<file path="src/rilo_defs.svh">
`ifndef RILO_DEFS_SVH
`define RILO_DEFS_SVH
// ----------------------------------------
// register byte offsets
// ----------------------------------------
`define RILO_OFF_INH_LINK   12'h000
`define RILO_OFF_LOCK_LINK  12'h004
`define RILO_OFF_STATUS     12'h008
// ----------------------------------------
// field positions, widths, reset values and response codes
// ----------------------------------------
`define RILO_INH_AUX        0
`define RILO_INH_OVR        1
`define RILO_INH_Z1         2
`define RILO_INH_NEG        3
`define RILO_INH_MULTI      4
`define RILO_INH_W          5
`define RILO_LOCK_Z2        0
`define RILO_LOCK_Z3        1
`define RILO_LOCK_TOC       2
`define RILO_LOCK_EXT3P     3
`define RILO_LOCK_W         4
`define RILO_INH_RST        5'h00
`define RILO_LOCK_RST       4'h0
`define RILO_RESP_OKAY      2'b00
`define RILO_RESP_SLVERR    2'b10
`endif

</file>
<file path="src/rilo_pkg.sv">
package rilo_pkg;
    typedef enum logic [1:0] {
        RILO_IDLE = 2'b00,
        RILO_RESP = 2'b01
    } rilo_bus_state_t;
endpackage

</file>
<file path="src/rilo_sync.sv">
`timescale 1ns/100ps
`include "rilo_defs.svh"
// two-flop synchroniser for a group of pin levels
module rilo_sync #(
    parameter int W = 1
) (
    input  wire logic         aclk,
    input  wire logic         aresetn,
    input  wire logic [W-1:0] d,
    output logic      [W-1:0] q
);
    logic [W-1:0] meta;
    logic [W-1:0] next_meta;
    logic [W-1:0] next_q;

    // ----------------------------------------
    // synchroniser chain
    // ----------------------------------------
    // first stage feeds only the second stage
    always_comb begin
        next_meta = d;
        next_q    = meta;
    end

    always_ff @(posedge aclk) begin
        if (!aresetn) begin
            meta <= '0;
            q    <= '0;
        end else begin
            meta <= next_meta;
            q    <= next_q;
        end
    end
endmodule

</file>
<file path="src/rilo_top.sv">
`timescale 1ns/100ps
`include "rilo_defs.svh"
// Contract
// trip with any link-enabled distance or multi-phase source sets inhibit
// transferred-trip input also inhibits on trip, with no enable link
// inhibit stays latched while voltage is lost, releases on its return
// lockout asserts on trip while any link-selected lockout source is on
// zone 2, zone 3, time-overcurrent, external three-pole each have a link
// lockout has no seal-in and ends as soon as trip ends
// external reclosing relay locks out while lockout output is energized
// relay may use inhibit output to block reclose on three-phase faults
// each link is a static bit gating its source into assertion and seal-in; the code gates set only, the seal hold uses no link
module rilo_top (
    input  wire logic        aclk,
    input  wire logic        aresetn,
    // scheme inputs, all from pins
    input  wire logic        trip_active,
    input  wire logic        voltage_lost,
    input  wire logic        aux_zone_pos_seq_distance,
    input  wire logic        overreach_pos_seq_distance,
    input  wire logic        zone_one_pos_seq_distance,
    input  wire logic        neg_seq_distance_direct,
    input  wire logic        multi_phase_two_of_three,
    input  wire logic        transferred_trip_input,
    input  wire logic        zone2_timer_trip,
    input  wire logic        zone3_timer_trip,
    input  wire logic        time_overcurrent_trip,
    input  wire logic        ext_three_pole_trip_input,
    output logic             reclose_inhibit_out,
    output logic             reclose_lockout_out,
    // axi4-lite slave
    input  wire logic [11:0] s_axi_awaddr,
    input  wire logic        s_axi_awvalid,
    output logic             s_axi_awready,
    input  wire logic [31:0] s_axi_wdata,
    input  wire logic [3:0]  s_axi_wstrb,
    input  wire logic        s_axi_wvalid,
    output logic             s_axi_wready,
    output logic [1:0]       s_axi_bresp,
    output logic             s_axi_bvalid,
    input  wire logic        s_axi_bready,
    input  wire logic [11:0] s_axi_araddr,
    input  wire logic        s_axi_arvalid,
    output logic             s_axi_arready,
    output logic [31:0]      s_axi_rdata,
    output logic [1:0]       s_axi_rresp,
    output logic             s_axi_rvalid,
    input  wire logic        s_axi_rready
);
    // ----------------------------------------
    // pin synchronisers
    // ----------------------------------------
    logic [11:0] pins_raw;
    logic [11:0] pins;

    assign pins_raw = {trip_active, voltage_lost,
                       aux_zone_pos_seq_distance,
                       overreach_pos_seq_distance,
                       zone_one_pos_seq_distance,
                       neg_seq_distance_direct,
                       multi_phase_two_of_three,
                       transferred_trip_input,
                       zone2_timer_trip, zone3_timer_trip,
                       time_overcurrent_trip,
                       ext_three_pole_trip_input};

    rilo_sync #(.W(12)) u_sync (
        .aclk    (aclk),
        .aresetn (aresetn),
        .d       (pins_raw),
        .q       (pins)
    );

    logic       trip_s;
    logic       vlost_s;
    logic [4:0] inh_src;
    logic       tt_s;
    logic [3:0] lock_src;

    // bit order matches the link field positions
    assign trip_s   = pins[11];
    assign vlost_s  = pins[10];
    assign inh_src  = {pins[5], pins[6], pins[7], pins[8], pins[9]};
    assign tt_s     = pins[4];
    assign lock_src = {pins[0], pins[1], pins[2], pins[3]};

    // ----------------------------------------
    // link registers and bus state
    // ----------------------------------------
    logic [`RILO_INH_W-1:0]  inh_link;
    logic [`RILO_LOCK_W-1:0] lock_link;
    logic [`RILO_INH_W-1:0]  next_inh_link;
    logic [`RILO_LOCK_W-1:0] next_lock_link;
    rilo_pkg::rilo_bus_state_t wr_state;
    rilo_pkg::rilo_bus_state_t next_wr_state;
    rilo_pkg::rilo_bus_state_t rd_state;
    rilo_pkg::rilo_bus_state_t next_rd_state;
    logic        aw_got;
    logic        w_got;
    logic        next_aw_got;
    logic        next_w_got;
    logic [11:0] aw_addr;
    logic [11:0] next_aw_addr;
    logic [31:0] w_data;
    logic [31:0] next_w_data;
    logic [3:0]  w_strb;
    logic [3:0]  next_w_strb;
    logic [1:0]  next_bresp;
    logic [31:0] next_rdata;
    logic [1:0]  next_rresp;

    // ----------------------------------------
    // reclose output logic
    // ----------------------------------------
    logic inh_hit;
    logic lock_hit;
    logic inh_seal;
    logic next_inh_seal;
    logic next_inh_out;
    logic next_lock_out;

    // a disabled link drops its source from set; the hold term uses no source or link
    assign inh_hit  = |(inh_src & inh_link) | tt_s;
    assign lock_hit = |(lock_src & lock_link);

    // seal holds only while voltage is lost; a trip still sets it anyway
    always_comb begin
        next_inh_seal = (trip_s & inh_hit) | (inh_seal & vlost_s);
        next_inh_out  = next_inh_seal;
        next_lock_out = trip_s & lock_hit;
    end

    always_ff @(posedge aclk) begin
        if (!aresetn) begin
            inh_seal            <= 1'b0;
            reclose_inhibit_out <= 1'b0;
            reclose_lockout_out <= 1'b0;
        end else begin
            inh_seal            <= next_inh_seal;
            reclose_inhibit_out <= next_inh_out;
            reclose_lockout_out <= next_lock_out;
        end
    end

    // ----------------------------------------
    // axi4-lite write path
    // ----------------------------------------
    logic wr_fire;

    assign s_axi_awready = (wr_state == rilo_pkg::RILO_IDLE) && !aw_got;
    assign s_axi_wready  = (wr_state == rilo_pkg::RILO_IDLE) && !w_got;
    assign s_axi_bvalid  = (wr_state == rilo_pkg::RILO_RESP);
    // registered got flags, write state and raw handshake terms only: the next got flags below depend on this
    assign wr_fire       = (aw_got | (s_axi_awvalid & s_axi_awready))
                           && (w_got | (s_axi_wvalid & s_axi_wready))
                           && (wr_state == rilo_pkg::RILO_IDLE);

    // address and data taken in either order, response once both held
    always_comb begin
        next_aw_got    = aw_got | (s_axi_awvalid & s_axi_awready);
        next_w_got     = w_got | (s_axi_wvalid & s_axi_wready);
        next_aw_addr   = (s_axi_awvalid & s_axi_awready) ? s_axi_awaddr
                                                         : aw_addr;
        next_w_data    = (s_axi_wvalid & s_axi_wready) ? s_axi_wdata : w_data;
        next_w_strb    = (s_axi_wvalid & s_axi_wready) ? s_axi_wstrb : w_strb;
        next_wr_state  = wr_state;
        next_bresp     = s_axi_bresp;
        next_inh_link  = inh_link;
        next_lock_link = lock_link;
        unique case (wr_state)
            rilo_pkg::RILO_IDLE: begin
                if (wr_fire) begin
                    next_aw_got   = 1'b0;
                    next_w_got    = 1'b0;
                    next_wr_state = rilo_pkg::RILO_RESP;
                    next_bresp    = `RILO_RESP_OKAY;
                    if ({next_aw_addr[11:2], 2'b00}
                        == `RILO_OFF_INH_LINK) begin
                        if (next_w_strb[0]) begin
                            next_inh_link = next_w_data[`RILO_INH_W-1:0];
                        end
                    end else if ({next_aw_addr[11:2], 2'b00}
                                 == `RILO_OFF_LOCK_LINK) begin
                        if (next_w_strb[0]) begin
                            next_lock_link = next_w_data[`RILO_LOCK_W-1:0];
                        end
                    end else if ({next_aw_addr[11:2], 2'b00}
                                 != `RILO_OFF_STATUS) begin
                        next_bresp = `RILO_RESP_SLVERR;
                    end
                end
            end
            rilo_pkg::RILO_RESP: begin
                if (s_axi_bready) begin
                    next_wr_state = rilo_pkg::RILO_IDLE;
                end
            end
            default: begin
                next_wr_state = rilo_pkg::RILO_IDLE;
            end
        endcase
    end

    always_ff @(posedge aclk) begin
        if (!aresetn) begin
            wr_state    <= rilo_pkg::RILO_IDLE;
            aw_got      <= 1'b0;
            w_got       <= 1'b0;
            aw_addr     <= 12'h000;
            w_data      <= 32'h0000_0000;
            w_strb      <= 4'h0;
            s_axi_bresp <= `RILO_RESP_OKAY;
            inh_link    <= `RILO_INH_RST;
            lock_link   <= `RILO_LOCK_RST;
        end else begin
            wr_state    <= next_wr_state;
            aw_got      <= next_aw_got;
            w_got       <= next_w_got;
            aw_addr     <= next_aw_addr;
            w_data      <= next_w_data;
            w_strb      <= next_w_strb;
            s_axi_bresp <= next_bresp;
            inh_link    <= next_inh_link;
            lock_link   <= next_lock_link;
        end
    end

    // ----------------------------------------
    // axi4-lite read path
    // ----------------------------------------
    assign s_axi_arready = (rd_state == rilo_pkg::RILO_IDLE);
    assign s_axi_rvalid  = (rd_state == rilo_pkg::RILO_RESP);

    // status word shows live outputs, voltage loss and trip, for field checks
    always_comb begin
        next_rd_state = rd_state;
        next_rdata    = s_axi_rdata;
        next_rresp    = s_axi_rresp;
        unique case (rd_state)
            rilo_pkg::RILO_IDLE: begin
                if (s_axi_arvalid) begin
                    next_rd_state = rilo_pkg::RILO_RESP;
                    next_rresp    = `RILO_RESP_OKAY;
                    next_rdata    = 32'h0000_0000;
                    if ({s_axi_araddr[11:2], 2'b00}
                        == `RILO_OFF_INH_LINK) begin
                        next_rdata[`RILO_INH_W-1:0] = inh_link;
                    end else if ({s_axi_araddr[11:2], 2'b00}
                                 == `RILO_OFF_LOCK_LINK) begin
                        next_rdata[`RILO_LOCK_W-1:0] = lock_link;
                    end else if ({s_axi_araddr[11:2], 2'b00}
                                 == `RILO_OFF_STATUS) begin
                        next_rdata[3:0] = {vlost_s, trip_s,
                                           reclose_lockout_out,
                                           reclose_inhibit_out};
                    end else begin
                        next_rresp = `RILO_RESP_SLVERR;
                    end
                end
            end
            rilo_pkg::RILO_RESP: begin
                if (s_axi_rready) begin
                    next_rd_state = rilo_pkg::RILO_IDLE;
                end
            end
            default: begin
                next_rd_state = rilo_pkg::RILO_IDLE;
            end
        endcase
    end

    always_ff @(posedge aclk) begin
        if (!aresetn) begin
            rd_state    <= rilo_pkg::RILO_IDLE;
            s_axi_rdata <= 32'h0000_0000;
            s_axi_rresp <= `RILO_RESP_OKAY;
        end else begin
            rd_state    <= next_rd_state;
            s_axi_rdata <= next_rdata;
            s_axi_rresp <= next_rresp;
        end
    end
endmodule

</file>
<file path="config.mk">
export PLATFORM = sky130hd
export DESIGN_NAME = rilo_top
export DESIGN_NICKNAME = d
export VERILOG_FILES = /design/src/rilo_pkg.sv /design/src/rilo_sync.sv /design/src/rilo_top.sv
export VERILOG_INCLUDE_DIRS = /design/src
export SDC_FILE = /design/constraint.sdc
export NUM_CORES = 1
export LEC_CHECK = 0
export ABC_CLOCK_PERIOD_IN_PS = 3300
export BUFFER_PORTS_ARGS = -buffer_cell sky130_fd_sc_hd__buf_2
export CAP_MARGIN = 20
export CORE_UTILIZATION = 35
export DETAILED_ROUTE_END_ITERATION = 6
export PLACE_DENSITY_LB_ADDON = 0.12
export SYNTH_ARGS = -nofsm -noshare
export SYNTH_HDL_FRONTEND = slang
export SYNTH_SLANG_ARGS = --single-unit
</file>
<file path="constraint.sdc">
create_clock -name aclk -period 3.3 [get_ports aclk]
set_input_delay 0.495 -clock aclk [delete_from_list [all_inputs] [get_ports aclk]]
set_output_delay 0.495 -clock aclk [all_outputs]
set_load 0.02 [all_outputs]
</file>
Word level (Yosys, flattened, before mapping)
Cells that the tools add are included.
Storage, ports and cells
  register bits after elaboration: 68
  input port bits: 79
  output and inout port bits: 43
  word-level logic and storage cells: 80
Cells by class
  equality and inequality tests: 10
  muxes and demuxes: 23
  bitwise logic cells: 12
  reduce and logical (&&, ||, !) cells: 18
Operators with widths (count)
  10-bit by 1-bit equality test with 1-bit output, second input constant: 2
  10-bit zero test: 2
  2-bit 2-to-1 mux: 10
  12-bit 2-to-1 mux: 1
  4-bit 2-to-1 mux: 3
  10-bit by 2-bit equality test with 1-bit output, second input constant: 1
  10-bit by 2-bit != test with 1-bit output, second input constant: 1
  2-bit case mux with 2 select lines: 2
  2-bit AND reduction: 4
  1-bit 2-to-1 mux: 6
  1-bit AND: 5
  5-bit AND: 1
  5-bit 2-to-1 mux: 1
  5-bit AND reduction: 1
  5-bit OR reduction: 1
  4-bit AND: 1
  2-bit by 1-bit equality test with 1-bit output, second input constant: 2
  1-bit logical AND: 4
  2-bit zero test: 2
  2-bit by 1-bit != test with 1-bit output, second input constant: 2
  2-bit != test, second input constant: 2
  1-bit bitwise OR: 4
  4-bit AND reduction: 1
  4-bit OR reduction: 1
  2 further kinds: 3

Logic depth before layout (Yosys ltp)
Gate-level depths: netlist of run 1.
  depth in word-level cells: 8
  gate-level depth with buffers: 5
  depth with buffers taken out: 4

Cells and area by module
Synthesis of run 1 repeated with hierarchy kept, for this count alone.
Second synthesis, totals
  cells, all modules: 275
  area total of the unflattened synthesis: 2678.8 um^2
Modules (own cells, without submodules)
  rilo_top: instances 1, cells each 225, area an instance 2003.2 um^2, seq. area each 760.7 um^2
  rilo_sync: instances 1, cells each 50, area an instance 675.6 um^2, seq. area each 480.5 um^2

Worst setup path before layout of run 1
OpenSTA, ideal clock, no wires.
  path kind: register -> register
  from: reg wr_state[0]
  to: reg inh_link[4]
  library setup time: 0.121 ns
  arrival: 1.959 ns
  required time: 3.179 ns
  slack: 1.219 ns
  cell stages (with the launch flop): 6
  path buffers: 1
  clock period less this slack: 2.081 ns
  cell sequence: dfxtp_1 -> buf_6 -> or3b_4 -> or3_4 -> a221oi_4 -> mux2_4
Between the ends
  longest elaborated chain between the ends: 7
  elaborated cells between the ends (all ways): 14
  those cells by class: mux (3); bitwise (4); reduce/logical (7)
RTL lines
  start, declared: RTL line rilo_top.sv:94  | rilo_pkg::rilo_bus_state_t wr_state;
  start signal, assigned: RTL line rilo_top.sv:206  | wr_state <= rilo_pkg::RILO_IDLE;
  start signal, assigned: RTL line rilo_top.sv:216  | wr_state <= next_wr_state;
  2-bit zero test *
  branches (longest 6 deep; another with 12-bit 2-to-1 mux)
  end signal, assigned: RTL line rilo_top.sv:213  | inh_link <= `RILO_INH_RST;
  end signal, assigned: RTL line rilo_top.sv:223  | inh_link <= next_inh_link;
  end, declared: RTL line rilo_top.sv:90  | logic [`RILO_INH_W-1:0] inh_link;
Mark *: on every way between the ends.
A chain may end at the register's enable or synchronous reset.

Worst setup path in the final report of run 1
Ends and elaborated chain as after synthesis.

==> results of run 1 <==
metrics by stage:
stage / std cells / utilization (%) / power [W]
5_1_grt: 441 / 42.5 / 0.00175
3_5_place_dp: 425 / 39.8 / 0.00102
6_report: 441 / 42.5 / 0.00165
3_3_place_gp: 425 / 39.8 / 0.00102
4_1_cts: 441 / 42.5 / 0.00169
2_1_floorplan: 306 / - / 0.000988
state kept, by name, indices dropped and copies added, names as in the netlist, 4 cells and up:
name / count
u_sync.meta: 12
u_sync.q: 12
aw_addr: 10
inh_link: 5
s_axi_rdata: 5
w_data: 5
lock_link: 4
power groups by stage:
stage	clock, W	combinational (W)	sequential (W)
after floorplan	0	0.000166	0.000822
after global placement	0	0.000198	0.000823
after detailed placement	0	0.000200	0.000824
after CTS	0.000679	0.000200	0.000806
after global routing	0.000716	0.000222	0.000811
final	0.000651	0.000197	0.000806
metal layers:
| metal | vias up | global-route usage, % | part of all wire [%] |
|---|---|---|---|
| li1 | 983 | - | - |
| met1 | 834 | 16.4 | 48 |
| met2 | 50 | 20.2 | 46 |
| met3 | 5 | 5.69 | 4.7 |
| met4 | 0 | 3.96 | 1.3 |
| met5 | - | 0 | 0 |
worst max-delay path: stages (launching register included):
cell,delay (ps)
sky130_fd_sc_hd__dfxtp_1,430
sky130_fd_sc_hd__or3b_4,540
sky130_fd_sc_hd__or3_4,370
sky130_fd_sc_hd__a221oi_4,440
sky130_fd_sc_hd__mux2_4,340
final timing paths:
check | slack, ps | cells after the start | end
max reg2reg | 1080 | 4 | inh_link[4]$_SDFFE_PN0P_
min reg2reg | 430 | 1 | u_sync.q[2]$_SDFF_PN0_
min | 360 | 2 | u_sync.meta[11]$_SDFF_PN0_
max | 1080 | 4 | inh_link[4]$_SDFFE_PN0P_
placed cells by master (no fill, tap or decap), types with 2 or more instances in the layout:
cell type                    instances
sky130_fd_sc_hd__nor3b_2             2
sky130_fd_sc_hd__clkinvlp_4          4
sky130_fd_sc_hd__dfxtp_1            62
sky130_fd_sc_hd__nor4_1              6
sky130_fd_sc_hd__or3_1               2
sky130_fd_sc_hd__a22oi_1             6
sky130_fd_sc_hd__buf_2              58
sky130_fd_sc_hd__nand2b_1            2
sky130_fd_sc_hd__o21ai_0             5
sky130_fd_sc_hd__and2_1             28
sky130_fd_sc_hd__nor2b_1             6
sky130_fd_sc_hd__mux2_2              4
sky130_fd_sc_hd__nand2_1            45
sky130_fd_sc_hd__nand3_1             3
sky130_fd_sc_hd__inv_1               6
sky130_fd_sc_hd__nand3b_1            2
sky130_fd_sc_hd__nor2_1             12
sky130_fd_sc_hd__a21oi_1             3
sky130_fd_sc_hd__conb_1             29
sky130_fd_sc_hd__nand4_1             2
sky130_fd_sc_hd__mux2i_1            14
sky130_fd_sc_hd__clkbuf_8            9
sky130_fd_sc_hd__a21boi_0           16
area by class of cell:
type / count / area (um2)
fillers: 761 / 4170
flip-flops and latches: 62 / 1240
multi-input cells: 199 / 1200
repair buffers: 59 / 298
clock buffers: 9 / 124
well taps: 99 / 124
clock inverters: 7 / 73.8
inverters: 6 / 22.5
kinds of logic after synthesis:
| family | Yosys count | synth area share, % |
|---|---|---|
| DFF | 62 | 47.3 |
| AOI/OAI and AO/OA | 35 | 10.8 |
| other | 1 | 0.143 |
| buffers and inverters | 45 | 10.9 |
| and+or+nand+nor | 116 | 23.2 |
| muxes | 19 | 7.63 |
==> results.md, run 1 <==
- Diodes inserted: 0
- Sequential fraction of design power: 48.7%
- Top cells by instance count after synthesis: sky130_fd_sc_hd__dfxtp_1 (62), sky130_fd_sc_hd__nand2_1 (45), sky130_fd_sc_hd__buf_4 (29)
- Clock tree skew after final layout: about 7.7 ps
- Post-detailed-route count of antenna-violating nets: 0
- Worst Hold Class: in -> reg
- Origin of the worst setup path: wr_state[0]$_SDFFE_PN0P_
- Num ports: ~120
- Power share of the clock group: roughly two fifths
- Starting DRT DRC Count: 60
- CTS buffer count: 9
- Share of synthesized registers carrying an async set or reset: 0%
- Switching Fraction: a little over a quarter
- Run status: finished clean
- Most frequently used flop master after synthesis: sky130_fd_sc_hd__dfxtp_1
- Die Y-Extent: between 80 and 90 um
- Via/cell ratio: 4.24
- Total global-route track usage: a little over an eighth
- Max-slew violation count: 0
- Post-synth EDFFs: 0
- Total congestion overflow after global routing: 0
- Hold Buf Count CTS: 0
- Final sum of negative setup slack: 0 ps
- Final Cycle Share: 67.3%
- Count of cells resized by post-cts repair: 0
- Hold_sp: trip_active
- Number of nets in the layout: 416
- Yosys top cell by area: sky130_fd_sc_hd__dfxtp_1
- Clock net sink count: 62
- Leakage power total: around 1.3 nW
- Seq cells post-synth: 62
- Max Cap Viol: 0
- Maximum clock insertion buffer count: 2
- Post-route worst setup slack: 1080 ps
- Final critical delay including setup and external delays: 2220 ps
- Cell with the most instances after synthesis: sky130_fd_sc_hd__dfxtp_1
- Wire length of the first global-routing pass: 7.60 mm
- Combinational fraction of design power: about an eighth
- Worst setup slack before clock tree synthesis: 943 ps
- Critical path fanouts, max: 13
- Master cell of the clock root buffer: sky130_fd_sc_hd__clkbuf_8
- P_sw: 0.000444 W
- Launching point of the worst reg2reg path: wr_state[0]$_SDFFE_PN0P_
- Ranking of synthesized cells by area: sky130_fd_sc_hd__dfxtp_1 (47%), sky130_fd_sc_hd__buf_4 (8.3%), sky130_fd_sc_hd__and2_1 (6.7%)
- Area growth from synthesis to layout: 17.6%
- Proportion of layout cells with a drive suffix above 1: about 25%
- Register area share after synthesis: a little under half
- Data arrival time at the worst-slack endpoint: 2440 ps
- Aggregate routed wire length: 4.67 mm
- Setup repair after global routing missed its margin: no
- Number of setup violations in the final report: 0
- Portion of synthesized cell area occupied by the leading cell type: between 40% and 50%
- CTS tree: yes
- Total via count in the routed design: 1872
- Final Hold Vio Count: 0
- Startpoint class of the critical path: register
- Die X: 88.6 um
- Critical path start-end classification: reg -> reg
- Global placer's final weighted congestion: 0.699
- Port buffer count: just under 60
- Placeable core region: just over 7000 um2
- Max IR drop VDD: ~310 uV
- Detailed-placement wirelength estimate: between 3 and 4 mm
- Post-synthesis instance area: 2620 um2
- Transition time at the pin with the least slew margin: just under 900 ps
- Effective utilization at floorplan: between 30% and 40%
- Die Footprint: 7850 um2
- Post-detailed-placement cell area: between 2000 and 3000 um2
- Worst slew margin relative to its limit: 42.1%
- Crit path capture type: register
- Buffers inserted during post-CTS setup optimization: 0
- Vias in the first global route: ~1600
- Hold Slack: approximately 360 ps
- Clock latency on the worst-skew pair: ~340 ps
- Highest clock rate: between 0.4 and 0.5 GHz
- Level count of the clock H-tree: 3
- Synth unique cells: 35
- FP Rows: 31
- Clock-pin transition on the worst setup and hold timing paths: ~70 ps
- Gate count after technology mapping: roughly 280
- CP Data Required Time: approximately 3500 ps
- Power Dens Cells: 536 nW/um2
- Pin count of the biggest net entering global routing: 62
- Total DRC errors in the routed layout: 0
- Routed wire per std cell: 10.6 um
- Post-Layout Inst Area: roughly 3100 um2
- Pre-Repair DR Iteration Count: 4
- Internal power consumption: 0.00121 W
- Number of synthesis warnings: 0
- Initial antenna violation count: 0
- Synth Area per Inst: 9.44 um2
No activity file was read; power rests on OpenSTA's default activity.
==> inputs of run 2 (changes only) <==
Settings changed: ABC_CLOCK_PERIOD_IN_PS 3300 to 1800.
Clock period 3.3 ns to 1.8 ns, I/O delays scaled along.
==> run 2 against run 1 <==
  * Clock power up 71%
  * Maximum frequency up 25%
  * Critical path depth unchanged
  * Combinational power up 130%
  * Critical endpoint unchanged
==> results.md, run 2 (same netlist as run 1, synthesis figures left out) <==
- Post-detailed-route count of antenna-violating nets: 0
- Data arrival time at the worst-slack endpoint: 2000 ps
- Final Power: 0.00303 W
- Placeable core region: 7250 um2
- Switching Fraction: between 20 and 30%
- Clock tree skew after final layout: 4.30 ps
- Detailed-placement wirelength estimate: 3.57 mm
- Effective utilization at floorplan: between 30 and 40%
- Crit path capture type: register
- Level count of the clock H-tree: 3
- Total global-route track usage: a little over an eighth
- Total DRC errors in the routed layout: 0
- Critical path start-end classification: reg -> reg
- Via/cell ratio: 4.15
- Die Footprint: 7850 um2
- Area growth from synthesis to layout: 25.0%
- Die Y-Extent: around 90 um
- Global placer's final weighted congestion: between 0.7 and 0.8
- Post-route non-filler standard cell count: about 460
- Routed wire per std cell: between 10 and 15 um
- Power Dens Cells: ~920 nW/um2
- Number of placed instances with taps included: around 440
- Run status: finished clean
- Final Cycle Share: roughly 100%
- FP Rows: 31
- Diodes inserted: 0
- CTS buffer count: 9
- Total via count in the routed design: roughly 1900
- Hold Buf Count CTS: 0
- Num ports: around 120
- Aggregate routed wire length: 4.79 mm
- Maximum clock insertion buffer count: 2
- Number of setup violations in the final report: 0
- Initial antenna violation count: 0
- Critical path fanouts, max: 2
- Highest clock rate: 0.563 GHz
- CTS tree: yes
- Starting DRT DRC Count: 55
- Worst Hold Class: in -> reg
- Most common cell after layout, fill and taps aside: sky130_fd_sc_hd__dfxtp_1
- Filler cell count in the final layout: 744
- Port buffer count: 58
- Die X: about 90 um
- Setup repair after global routing missed its margin: yes
- Master cell of the clock root buffer: sky130_fd_sc_hd__clkbuf_8
- Clock latency on the worst-skew pair: 340 ps
- Final Hold Vio Count: 0
- Total congestion overflow after global routing: 0
- Leakage power total: 1.45 nW
- Internal power consumption: approximately 0.0022 W
- Final critical delay including setup and external delays: 1780 ps
- Pre-Repair DR Iteration Count: 4
- Max Cap Viol: 0
- Clock-pin transition on the worst setup and hold timing paths: ~80 ps
- Max IR drop VDD: around 410 uV
- Startpoint class of the critical path: register
- P_sw: approximately 0.00087 W
- Power share of the clock group: ~37%
- Combinational fraction of design power: 14.7%
- Sequential fraction of design power: about half
- Vias in the first global route: roughly 1700
- Number of nets in the layout: approximately 440
- Proportion of layout cells with a drive suffix above 1: between 30% and 40%
- Clock net sink count: 62
- Pin count of the biggest net entering global routing: 26
- CP Data Required Time: about 2000 ps
- Wire length of the first global-routing pass: roughly 7.8 mm
- Top flop regs: u_sync.meta x12, u_sync.q x12, aw_addr x10
- Most frequent cells in the layout: sky130_fd_sc_hd__dfxtp_1 (60), sky130_fd_sc_hd__buf_2 (58), sky130_fd_sc_hd__nand2_1 (45)
- Max-slew violation count: 0
-- run 2: cell count changes in the layout (fill, tap and decap cells not counted), moves of 2 or more --
cell | previous run | this run
sky130_fd_sc_hd__clkinvlp_4 | 4 | 1
sky130_fd_sc_hd__buf_4 | 1 | 20
sky130_fd_sc_hd__nor4_1 | 6 | 4
sky130_fd_sc_hd__dfxtp_1 | 62 | 60
sky130_fd_sc_hd__inv_6 | 1 | 4
sky130_fd_sc_hd__dfxtp_2 | 0 | 2
sky130_fd_sc_hd__nand3_1 | 3 | 1
sky130_fd_sc_hd__buf_6 | 0 | 2
-- run 2: worst paths after layout --
path	endpoint	slack, ps	start	cells past startpoint
setup / recovery	inh_link[4]$_SDFFE_PN0P_	20	wr_state[0]$_SDFFE_PN0P_	4
hold / removal	u_sync.meta[10]$_SDFF_PN0_	130	voltage_lost	2
setup reg to reg	inh_link[4]$_SDFFE_PN0P_	20	wr_state[0]$_SDFFE_PN0P_	4
hold reg to reg	u_sync.q[3]$_SDFF_PN0_	440	u_sync.meta[3]$_SDFF_PN0_	1
-- run 2: per-layer routing --
metal / global-route usage, % / up-vias / part of all wire, %
met5: 0 / - / 0
met4: 8.36 / 0 / 2.2
met3: 3.64 / 9 / 4.2
met2: 19.9 / 56 / 44
met1: 18.2 / 823 / 50
li1: - / 1030 / -
-- run 2: metrics by stage --
step / area, um2 / hold WS (ps) / TNS, ps / util, % / setup WS [ps]
global route: 3280 / 107 / -233 / 45.2 / -51.0
CTS: 3230 / 109 / -0.898 / 44.5 / -0.898
floorplan: 2730 / 397 / -609 / - / -258
global placement: 3020 / 414 / -603 / 41.7 / -79.4
finish: 3280 / 132 / 0 / 45.2 / 23.2
detailed placement: 3020 / 418 / -832 / 41.7 / -106
-- run 2: layout make-up --
class                           count  area [um2]  area share, %
Clock buffer                        9         124           3.78
Clock inverter                      7        56.3           1.72
Inverter                            6        22.5          0.686
Sequential cell                    62        1240           37.9
Multi-Input combinational cell    199        1250           38.0
Timing Repair Buffer               80         463           14.1
Tap cell                           99         124           3.78
-- run 2: worst max-delay path: stages, from the launching register on --
cell                       delay [ps]
sky130_fd_sc_hd__dfxtp_2          320
sky130_fd_sc_hd__or3b_4           390
sky130_fd_sc_hd__or3_4            340
sky130_fd_sc_hd__a221oi_4         290
sky130_fd_sc_hd__mux2_4           320
-- run 2: repair_timing --
item,in CTS,in global routing
setup endpoints to repair,9,9
gates resized for setup,4,6
pin swaps,1,5
setup buffers,0,3
-- run 2: power groups by stage --
stage / sequential [W] / clock [W] / combinational, W
after floorplan: 0.00151 / 0 / 0.000305
after global placement: 0.00150 / 0 / 0.000414
after detailed placement: 0.00150 / 0 / 0.000418
after CTS: 0.00147 / 0.00116 / 0.000426
after global routing: 0.00148 / 0.00123 / 0.000497
final: 0.00147 / 0.00111 / 0.000446
